$ cat src/sas_pkg.sv
// Constants and carrier types for the SAR converter sequencer.
// Assumes a 16-bit register port with word addresses.
package sas_pkg;
  localparam int DATA_W = 16;
  localparam int ADDR_W = 6;
  localparam int RES_W = 10;
  localparam int CH_W = 5;
  localparam int PTR_W = 5;
  localparam int BUF_WORDS = 32;
  // Register word addresses
  localparam logic [ADDR_W-1:0] ADDR_CON1 = 6'h00;
  localparam logic [ADDR_W-1:0] ADDR_CON2 = 6'h01;
  localparam logic [ADDR_W-1:0] ADDR_CON3 = 6'h02;
  localparam logic [ADDR_W-1:0] ADDR_INSEL = 6'h03;
  localparam logic [ADDR_W-1:0] ADDR_SCAN = 6'h04;
  localparam logic [ADDR_W-1:0] ADDR_BUF_BASE = 6'h20;
  // Writable bits of each register
  localparam logic [DATA_W-1:0] CON1_WMASK = 16'ha3e6;
  localparam logic [DATA_W-1:0] CON2_WMASK = 16'he47f;
  localparam logic [DATA_W-1:0] CON3_WMASK = 16'h9fff;
  localparam logic [DATA_W-1:0] INSEL_WMASK = 16'h1f1f;
  localparam logic [DATA_W-1:0] REG_RESET = 16'h0000;
  // Field positions
  localparam int BIT_ENABLE = 15;
  localparam int BIT_IDLE_STOP = 13;
  localparam int OUTPUT_FORMAT_LSB = 8;
  localparam int SRC_LSB = 5;
  localparam int BIT_AUTO_SAMPLE_START = 2;
  localparam int BIT_SAMPLE_ENABLE = 1;
  localparam int BIT_DONE = 0;
  localparam int REFERENCE_CONFIG_LSB = 13;
  localparam int BIT_SCAN = 10;
  localparam int BIT_FILL = 7;
  localparam int RATE_LSB = 2;
  localparam int BIT_BUFFER_MODE = 1;
  localparam int BIT_ALTERNATE_INPUT = 0;
  localparam int BIT_CLKSRC = 15;
  localparam int AUTO_SAMPLE_TIME_LSB = 8;
  localparam int CONV_CLOCK_SELECT_LSB = 0;
  localparam int INSEL_B_LSB = 8;
  localparam int HALF_LSB = 4;
  // Conversion length in conversion clock periods
  localparam logic [3:0] CONV_TADS = 4'hc;
  // Trigger source codes
  localparam logic [2:0] SRC_MANUAL = 3'h0;
  localparam logic [2:0] SRC_EXT_PIN = 3'h1;
  localparam logic [2:0] SRC_TIMER_THREE_COMPARE = 3'h2;
  localparam logic [2:0] SRC_TIMER_FIVE_COMPARE = 3'h4;
  localparam logic [2:0] SRC_CHARGE = 3'h6;
  localparam logic [2:0] SRC_AUTO = 3'h7;
  // Output format codes
  localparam logic [1:0] OUTPUT_FORMAT_INT = 2'h0;
  localparam logic [1:0] OUTPUT_FORMAT_SINT = 2'h1;
  localparam logic [1:0] OUTPUT_FORMAT_FRAC = 2'h2;
  localparam logic [1:0] OUTPUT_FORMAT_SFRAC = 2'h3;

  typedef enum logic [1:0] {
    ST_HOLD = 2'b00,
    ST_SAMPLE = 2'b01,
    ST_CONVERT = 2'b11
  } sas_state_type;

  typedef struct packed {
    logic [ADDR_W-1:0] addr;
    logic [DATA_W-1:0] wdata;
    logic wr;
    logic rd;
  } sas_bus_req_type;

  typedef struct packed {
    logic timer_three_compare;
    logic timer_five_compare;
    logic charge_measure_unit;
  } sas_trig_type;

  typedef struct packed {
    logic vref_pos_ext;
    logic vref_neg_ext;
  } sas_ref_type;
endpackage : sas_pkg

$ cat src/sas_sequencer.sv
// Control and sequencing logic of a 10-bit SAR converter.
// Assumes the analog core presents a settled result on i_conv_result when
// the conversion period ends, and that timer and charge events are
// one-cycle pulses on i_clk_sys.
`timescale 1ns/1ps
module sas_sequencer
  import sas_pkg::*;
(
  // Clock and reset
  input wire logic i_clk_sys,
  input wire logic i_reset,
  // Register port
  input wire sas_pkg::sas_bus_req_type i_bus,
  output logic [sas_pkg::DATA_W-1:0] o_rdata,
  // Device state and trigger sources
  input wire logic i_device_idle,
  input wire logic i_external_irq_pin,
  input wire logic i_rc_osc,
  input wire sas_pkg::sas_trig_type i_trig,
  // Analog core
  input wire logic [sas_pkg::RES_W-1:0] i_conv_result,
  output logic [sas_pkg::CH_W-1:0] o_channel_select,
  output sas_pkg::sas_ref_type o_ref,
  output logic o_sampling,
  output logic o_converting,
  output logic o_converter_irq_flag
);
  import sas_pkg::*;

  function automatic logic [DATA_W-1:0] fmt(input logic [RES_W-1:0] res,
                                            input logic [1:0] output_format);
    logic [DATA_W-1:0] val;
    val = '0;
    unique case (output_format)
      OUTPUT_FORMAT_INT: val = {{(DATA_W-RES_W){1'b0}}, res};
      OUTPUT_FORMAT_SINT: val = {{(DATA_W-RES_W){res[RES_W-1]}}, res};
      OUTPUT_FORMAT_FRAC: val = {res, {(DATA_W-RES_W){1'b0}}};
      OUTPUT_FORMAT_SFRAC: val = {res, {(DATA_W-RES_W){1'b0}}};
    endcase
    return val;
  endfunction : fmt

  // Next set scan bit after cur, wrapping; cur when none is set
  function automatic logic [CH_W-1:0] next_scan(input logic [DATA_W-1:0] m,
                                                input logic [CH_W-1:0] cur);
    logic [CH_W-1:0] pick;
    logic found;
    logic [CH_W-1:0] idx;
    pick = cur;
    found = 1'b0;
    idx = '0;
    for (int k = 1; k <= DATA_W; k++) begin
      idx = CH_W'((32'(cur) + k) % DATA_W);
      if (!found && m[idx[3:0]]) begin
        pick = idx;
        found = 1'b1;
      end
    end
    return pick;
  endfunction : next_scan

  // Registers
  logic [DATA_W-1:0] con1_r, con2_r, con3_r, insel_r, scan_r;
  logic sample_enable_r, done_r, fill_r;
  logic [DATA_W-1:0] buf_r [BUF_WORDS];
  logic [DATA_W-1:0] rdata_r;
  sas_state_type state_r, state_nxt;

  // Field views
  wire logic enable = con1_r[BIT_ENABLE];
  wire logic idle_stop = con1_r[BIT_IDLE_STOP];
  wire logic [1:0] output_format = con1_r[OUTPUT_FORMAT_LSB +: 2];
  wire logic [2:0] src = con1_r[SRC_LSB +: 3];
  wire logic auto_sample_start = con1_r[BIT_AUTO_SAMPLE_START];
  wire logic [2:0] reference_config = con2_r[REFERENCE_CONFIG_LSB +: 3];
  wire logic scan_en = con2_r[BIT_SCAN];
  wire logic [4:0] rate = con2_r[RATE_LSB +: 5];
  wire logic buffer_mode = con2_r[BIT_BUFFER_MODE];
  wire logic alternate_input = con2_r[BIT_ALTERNATE_INPUT];
  wire logic clksrc = con3_r[BIT_CLKSRC];
  wire logic [4:0] auto_sample_time = con3_r[AUTO_SAMPLE_TIME_LSB +: 5];
  wire logic [7:0] conv_clock_select = con3_r[CONV_CLOCK_SELECT_LSB +: 8];

  // Bus decode
  wire logic wr_con1 = i_bus.wr && i_bus.addr == ADDR_CON1;
  wire logic wr_con2 = i_bus.wr && i_bus.addr == ADDR_CON2;
  wire logic wr_con3 = i_bus.wr && i_bus.addr == ADDR_CON3;
  wire logic wr_insel = i_bus.wr && i_bus.addr == ADDR_INSEL;
  wire logic wr_scan = i_bus.wr && i_bus.addr == ADDR_SCAN;
  wire logic rd_buf = i_bus.addr[ADDR_W-1];

  // Halted when off or stopped in Idle
  wire logic run = enable && !(idle_stop && i_device_idle);

  // Pin and RC oscillator synchronisers
  logic [1:0] pin_sync_r, rc_sync_r;
  logic pin_old_r, rc_old_r;
  always_ff @(posedge i_clk_sys) begin
    if (i_reset) begin
      pin_sync_r <= '0;
      rc_sync_r <= '0;
      pin_old_r <= 1'b0;
      rc_old_r <= 1'b0;
    end else begin
      pin_sync_r <= {pin_sync_r[0], i_external_irq_pin};
      rc_sync_r <= {rc_sync_r[0], i_rc_osc};
      pin_old_r <= pin_sync_r[1];
      rc_old_r <= rc_sync_r[1];
    end
  end
  wire logic pin_edge = pin_sync_r[1] && !pin_old_r;
  wire logic rc_edge = rc_sync_r[1] && !rc_old_r;

  // Conversion clock: one tick per period
  // Ticks stop while halted, so a frozen conversion cannot run on and
  // store a result or raise the interrupt behind the halt.
  logic [7:0] div_r;
  wire logic div_end = div_r == conv_clock_select;
  wire logic conv_clock_period = run && (clksrc ? rc_edge : div_end);
  // Divider restarts while halted so the first period after it is whole
  always_ff @(posedge i_clk_sys) begin
    if (i_reset || !run || div_end)
      div_r <= '0;
    else
      div_r <= div_r + 8'h01;
  end

  // Sequencer
  logic [4:0] auto_sample_time_cnt_r;
  logic [3:0] conv_cnt_r;
  logic [4:0] seq_r;
  logic alt_r;
  logic [CH_W-1:0] scan_ch_r;

  // Reserved trigger codes match no qualifier and never convert
  wire logic ext_trig = (src == SRC_EXT_PIN && pin_edge)
    || (src == SRC_TIMER_THREE_COMPARE && i_trig.timer_three_compare)
    || (src == SRC_TIMER_FIVE_COMPARE && i_trig.timer_five_compare)
    || (src == SRC_CHARGE && i_trig.charge_measure_unit);
  wire logic auto_trig = src == SRC_AUTO && auto_sample_time_cnt_r >= auto_sample_time;
  wire logic manual_trig = src == SRC_MANUAL && !sample_enable_r;
  wire logic trig = ext_trig || auto_trig || manual_trig;
  // Length counted in conversion clock ticks, not system cycles
  wire logic conv_end = conv_clock_period && conv_cnt_r == CONV_TADS - 4'h1;
  wire logic finish = state_r == ST_CONVERT && conv_end;
  wire logic seq_wrap = seq_r == rate;
  wire logic [PTR_W-1:0] wr_ptr = buffer_mode
    ? {fill_r, seq_r[HALF_LSB-1:0]} : seq_r;
  wire logic use_b = alternate_input && alt_r;
  wire logic [CH_W-1:0] ch_a = scan_en
    ? scan_ch_r : insel_r[CH_W-1:0];
  wire logic [CH_W-1:0] ch_sel = use_b
    ? insel_r[INSEL_B_LSB +: CH_W] : ch_a;
  // Lowest selected scan channel; a period whose last sample is not a B sample restarts there
  wire logic [CH_W-1:0] scan_first = next_scan(scan_r, CH_W'(DATA_W - 1));

  always_comb begin
    state_nxt = state_r;
    if (!run) begin
      state_nxt = enable ? state_r : ST_HOLD;
    end else begin
      unique case (state_r)
        ST_HOLD: if (sample_enable_r) state_nxt = ST_SAMPLE;
        ST_SAMPLE: begin
          if (trig)
            state_nxt = ST_CONVERT;
          else if (!sample_enable_r)
            state_nxt = ST_HOLD;
        end
        ST_CONVERT: if (conv_end) state_nxt = auto_sample_start ? ST_SAMPLE : ST_HOLD;
        default: state_nxt = ST_HOLD;
      endcase
    end
  end

  always_ff @(posedge i_clk_sys) begin
    if (i_reset) begin
      state_r <= ST_HOLD;
      auto_sample_time_cnt_r <= '0;
      conv_cnt_r <= '0;
    end else begin
      state_r <= state_nxt;
      // Sample counter saturates so a long sampling time cannot wrap it
      if (state_r != ST_SAMPLE)
        auto_sample_time_cnt_r <= '0;
      else if (conv_clock_period && auto_sample_time_cnt_r != auto_sample_time)
        auto_sample_time_cnt_r <= auto_sample_time_cnt_r + 5'h01;
      if (state_r != ST_CONVERT)
        conv_cnt_r <= '0;
      else if (conv_clock_period)
        conv_cnt_r <= conv_cnt_r + 4'h1;
    end
  end

  // Status bits: hardware events win over the software write
  wire logic start_conv = run && state_r == ST_SAMPLE && trig;
  always_ff @(posedge i_clk_sys) begin
    if (i_reset || !enable) begin
      sample_enable_r <= 1'b0;
      done_r <= 1'b0;
    end else begin
      if (finish && auto_sample_start)
        sample_enable_r <= 1'b1;
      else if (start_conv)
        sample_enable_r <= 1'b0;
      else if (wr_con1)
        sample_enable_r <= i_bus.wdata[BIT_SAMPLE_ENABLE];
      if (finish)
        done_r <= 1'b1;
      else if (start_conv)
        done_r <= 1'b0;
    end
  end

  // Sequence counting, mux stepping and buffer half
  always_ff @(posedge i_clk_sys) begin
    if (i_reset || !enable) begin
      seq_r <= '0;
      alt_r <= 1'b0;
      fill_r <= 1'b0;
    end else if (finish) begin
      seq_r <= seq_wrap ? 5'h00 : seq_r + 5'h01;
      alt_r <= alternate_input && !alt_r;
      if (seq_wrap && buffer_mode)
        fill_r <= !fill_r;
    end
  end

  // Scan pointer parks on the first selected channel while disabled, so
  // the first scanned sample never lands on an unselected input.
  // B samples leave it where it is.
  always_ff @(posedge i_clk_sys) begin
    if (i_reset)
      scan_ch_r <= '0;
    else if (!enable)
      scan_ch_r <= scan_first;
    else if (finish && !use_b)
      scan_ch_r <= seq_wrap
        ? scan_first : next_scan(scan_r, scan_ch_r);
  end

  // Result store; disabling wipes it
  always_ff @(posedge i_clk_sys) begin
    for (int i = 0; i < BUF_WORDS; i++) begin
      if (i_reset || !enable)
        buf_r[i] <= '0;
      else if (finish && wr_ptr == PTR_W'(i))
        buf_r[i] <= fmt(i_conv_result, output_format);
    end
  end

  // Software registers
  always_ff @(posedge i_clk_sys) begin
    if (i_reset) begin
      con1_r <= REG_RESET;
      con2_r <= REG_RESET;
      con3_r <= REG_RESET;
      insel_r <= REG_RESET;
      scan_r <= REG_RESET;
    end else begin
      if (wr_con1)
        con1_r <= i_bus.wdata & CON1_WMASK;
      if (wr_con2)
        con2_r <= i_bus.wdata & CON2_WMASK;
      if (wr_con3)
        con3_r <= i_bus.wdata & CON3_WMASK;
      if (wr_insel)
        insel_r <= i_bus.wdata & INSEL_WMASK;
      if (wr_scan)
        scan_r <= i_bus.wdata;
    end
  end

  // Read path; unmapped addresses read zero
  logic [DATA_W-1:0] rd_mux;
  always_comb begin
    rd_mux = '0;
    if (rd_buf)
      rd_mux = buf_r[i_bus.addr[PTR_W-1:0]];
    else if (i_bus.addr == ADDR_CON1) begin
      rd_mux = con1_r;
      // Status bits come from their own flops, not the stored copy
      rd_mux[BIT_SAMPLE_ENABLE] = sample_enable_r;
      rd_mux[BIT_DONE] = done_r;
    end else if (i_bus.addr == ADDR_CON2) begin
      rd_mux = con2_r;
      rd_mux[BIT_FILL] = fill_r;
    end else if (i_bus.addr == ADDR_CON3)
      rd_mux = con3_r;
    else if (i_bus.addr == ADDR_INSEL)
      rd_mux = insel_r;
    else if (i_bus.addr == ADDR_SCAN)
      rd_mux = scan_r;
  end

  // Outputs, all registered
  always_ff @(posedge i_clk_sys) begin
    if (i_reset) begin
      rdata_r <= '0;
      o_channel_select <= '0;
      o_ref <= '0;
      o_sampling <= 1'b0;
      o_converting <= 1'b0;
      o_converter_irq_flag <= 1'b0;
    end else begin
      rdata_r <= i_bus.rd ? rd_mux : '0;
      o_channel_select <= ch_sel;
      o_ref.vref_pos_ext <= !reference_config[2] && reference_config[0];
      o_ref.vref_neg_ext <= !reference_config[2] && reference_config[1];
      o_sampling <= state_nxt == ST_SAMPLE && run;
      o_converting <= state_nxt == ST_CONVERT && run;
      // Pulses one cycle after the last conversion of a period
      o_converter_irq_flag <= finish && seq_wrap;
    end
  end
  assign o_rdata = rdata_r;
endmodule : sas_sequencer

$ cat config.mk
export PLATFORM = sky130hd
export DESIGN_NAME = sas_sequencer
export DESIGN_NICKNAME = d
export VERILOG_FILES = /design/src/sas_pkg.sv /design/src/sas_sequencer.sv
export SDC_FILE = /design/constraint.sdc
export NUM_CORES = 1
export LEC_CHECK = 0
export ABC_CLOCK_PERIOD_IN_PS = 6400
export BUFFER_PORTS_ARGS = -buffer_cell sky130_fd_sc_hd__buf_4
export CAP_MARGIN = 20
export CORE_ASPECT_RATIO = 1.25
export CORE_MARGIN = 2
export CORE_UTILIZATION = 63
export DETAILED_ROUTE_END_ITERATION = 6
export PLACE_DENSITY = 0.8
export SLEW_MARGIN = 10
export SYNTH_ARGS = -nofsm -noshare
export SYNTH_HDL_FRONTEND = slang
export SYNTH_SLANG_ARGS = --single-unit
$ cat constraint.sdc
create_clock -name i_clk_sys -period 6.4 [get_ports i_clk_sys]
set_input_delay 0.32 -clock i_clk_sys [delete_from_list [all_inputs] [get_ports i_clk_sys]]
set_output_delay 0.32 -clock i_clk_sys [all_outputs]
set_load 0.005 [all_outputs]
==> summary.md <==
| Metric | Value |
|---|---|
| Run status | `finished clean` |
| Critical-path cell list | `xnor2_1, nand4_1, o32ai_1, nand3_1, nor2_1, buf_4, nand2_1, nor2_1, nand3_1, nor2_1` |
| Final setup violating endpoints | `0` |
| CP Launch Point | `div_r[3]` |
| Fmax | `224 MHz` |
| Reg-to-Reg Start | `div_r[3]` |
| Layout cells sized above 1 | `a little under a fifth` |
| Pwr dens | `approximately 250 mW/mm^2` |
| CP top delay family | `simple AND/OR/NAND/NOR gates` |
| R2r worst-path depth | `10` |
| DR DRC count | `0` |
| Most used cell, CP | `nor2_1` |
| Clock share of power | `a little over two fifths` |
| Final Power | `around 8300 uW` |
| Die Y | `247 um` |
| Gr ovfl total | `0` |
| Starting Density | `63.6%` |
| Vias | `20586` |
| GPL Wtd Cong | `a little under 1` |
| Clock skew | `20.7 ps` |
| Cells after Synth | `between 2000 and 2500` |
| Startpoint types | `register` |
| Sequential element share of the synthesized area | `59.7%` |
| Post-synthesis register bit count | `around 640` |
| Number of cells after detailed placement | `roughly 2900` |
| Max stage delay cell, worst path | `nor2_1` |
| Setup bufs post-CTS | `0` |
| Endpoint class of the critical path | `register` |
| Root Driver | `clkbuf_16` |
| Cts repair resizes | `0` |
| Reg-to-Reg End | `buf_r[22][1]` |
| Req. time, crit path | `approximately 6900 ps` |
| Core ar. | `0.0470 sq mm` |
| Rel. slew slack | `23.0%` |
| Actual slew at the worst max-slew pin | `approximately 1200 ps` |
| P_leak | `~0.012 uW` |
| Util after Layout | `a little over two thirds` |
| Per-cell routed wire length | `about 27 um` |
| Reg clk slew, reported paths | `60 ps` |
| Initial antenna violation count | `2` |
| Max VDD drop | `0.000203 V` |
| Most common cell after layout, fill and taps aside | `nor2_1` |
| Final min period | `4470 ps` |
| Worst setup path endpoint | `buf_r[22][1]` |
| Post-synth ARST share | `0%` |
| First DRT Iteration DRCs | `~2700` |
| Buffers on Ports | `between 60 and 70` |
| Mapped Avg Cell Area | `12.5 sq um` |
| Hold Fails Final Rpt | `0` |
| Clock tree buffer depth | `3` |
| Drt pass-1 iters | `6` |
| Sw frac | `between 20% and 30%` |
| Clock sink count | `around 640` |
| Setup_tns | `0 ps` |
| Main synth FF type | `edfxtp_1` |
| Total die area | `about 0.049 sq mm` |
| Syn nets | `between 2000 and 2500` |
| Antenna-violating nets left | `0` |
| CP max FO | `19` |
| Gate power share | `about 4.3%` |
| Total GRT Usage | `a little over a third` |
| Final wirelength | `about 84 mm` |
| Final net count | `~2400` |
| R2r setup slk | `1930 ps` |
| Max Cap Viol | `0` |
| Vias per cell | `around 6.7` |
| Largest net degree at the start of global routing | `87` |
| Non-Filler Instances | `3064` |
| Commonest cells after routing, fill and taps aside | `587 x nor2_1, 512 x edfxtp_1, 183 x mux4_2` |
| Number of hold buffers added after cts | `18` |
| Vias in the first global route | `just over 20000` |
| Clock H-tree levels | `2` |
| Total CTS buffers | `between 50 and 60` |
| Yosys warns | `0` |
| Clock Latency Late Sink | `around 640 ps` |
| Share of power burned in registers | `between 50% and 60%` |
| First-pass GRT wire length | `about 130 mm` |
| RSZ-0062 raised after global routing | `false` |
| Final Slew Violations | `0` |
| Int Power | `6520 uW` |
| Hpwl dp | `between 50 and 60 mm` |
| CTS tree | `done` |
| Die X | `between 150 and 200 um` |
| FILL cells | `between 3000 and 4000` |
| FP Rows | `between 80 and 90` |
| Crit path kind | `register to register` |
| CP peak stage delay | `about 880 ps` |
| I/O pin cnt | `roughly 70` |
| Synth cell types | `70` |
| Net Sw Power | `approximately 1800 uW` |
| Worst Path Buf+Inv | `1` |
| Final period util | `roughly 70%` |
| Critical path depth | `10` |
| Hold WC Path Type | `primary input to register` |
| Area Overhead vs Synth | `10.9%` |
| Post-synth EDFFs | `between 500 and 600` |
| Mapped Area | `~0.030 sq mm` |
| CP Data Arrival Time | `slightly below 5000 ps` |
final cells by class:
class	count	area, sq um	area share, %
Antenna cell	1	2.50	0.00756
Clock buffer	68	1470	4.43
Clock inverter	37	460	1.39
Inverter	27	101	0.306
Multi-Input combinational cell	1517	11200	33.9
Sequential cell	635	17800	53.9
Tap cell	637	797	2.41
Timing Repair Buffer	142	1230	3.73
flip-flops by register name, summed over array words and instances, names as in the netlist, 8 cells and up:
name and flops:
buf_r 512, scan_r 16, con2_r 11, div_r 8, con3_r 14, insel_r 10, con1_r 8, o_rdata 16
power by group through the flow:
stage	clock network, uW	registers [uW]	logic, uW
2_1_floorplan	0	4500	234
3_3_place_gp	0	4510	332
3_5_place_dp	0	4510	334
4_1_cts	3550	4420	344
5_1_grt	3700	4420	377
6_report	3550	4420	358
cell families after synthesis:
| logic type | share of synthesized area (%) |
|---|---|
| compound gates | 5.45 |
| xor+xnor | 1.20 |
| fa+ha+maj | 0.838 |
| buf+inv | 3.07 |
| flops | 59.7 |
| mux | 16.7 |
| simple gates | 13.0 |
cell usage after synthesis, types with 5 or more instances:
cell type	number	share of area, %
nor2_1	587	7.4
edfxtp_1	512	51
mux4_2	183	14
clkbuf_1	173	2.2
nand2_1	171	2.1
dfxtp_1	123	8.2
a21oi_1	102	1.7
o21ai_0	61	1.0
nand3_1	55	0.92
mux2i_1	49	1.6
mux2_2	33	1.2
inv_1	27	0.34
xnor2_1	24	0.70
ha_1	20	0.84
nor2b_1	17	0.36
nand2b_1	16	0.34
buf_1	15	0.19
buf_2	15	0.25
xor2_1	15	0.44
nor3_1	13	0.22
or3_1	13	0.27
a211oi_1	12	0.30
o31ai_1	12	0.30
nand4_1	11	0.23
and3_1	10	0.21
nor4_1	7	0.15
a221oi_1	6	0.18
a222oi_1	6	0.20
nand3b_1	6	0.15
nor3b_1	6	0.15
or2_2	6	0.13
a21o_1	5	0.13
a31oi_1	5	0.10
worst register-to-register path, stage by stage (launching register included):
cell	delay (ps)
dfxtp_1	410
xnor2_1	150
nand4_1	190
o32ai_1	500
nand3_1	220
nor2_1	150
buf_4	230
nand2_1	460
nor2_1	880
nand3_1	730
nor2_1	370
metrics by stage:
stage | area, sq um | hold slack [ps] | setup slack (ps)
after detailed placement | 30900 | 424 | 2140
after CTS | 33000 | 17.4 | 2110
final | 33100 | 37.0 | 1930
after floorplan | 29900 | 414 | 1800
after global placement | 30900 | 418 | 2160
after global routing | 33100 | 52.1 | 1660
worst min path at each step:
stage                   from       endpoint  slack [ps]  cells past startpoint
3_5_place_dp    rc_sync_r[0]   rc_sync_r[1]         420                      1
3_3_place_gp   pin_sync_r[0]  pin_sync_r[1]         420                      1
2_1_floorplan  pin_sync_r[0]  pin_sync_r[1]         410                      1
6_report       i_device_idle     state_r[0]          40                      3
5_1_grt        i_device_idle     state_r[0]          50                      3
4_1_cts        i_device_idle     state_r[0]          20                      3
per-layer routing:
layer	wire, um	global-route usage, %	part of all wire [%]	vias up
li1	-	-	-	8701
met4	5410	21.2	6.5	0
met1	27900	43.4	33	10013
met5	0	0	0	-
met2	40700	56.7	49	1571
met3	9650	6.90	12	301
Power figures use the tool's default switching activity.
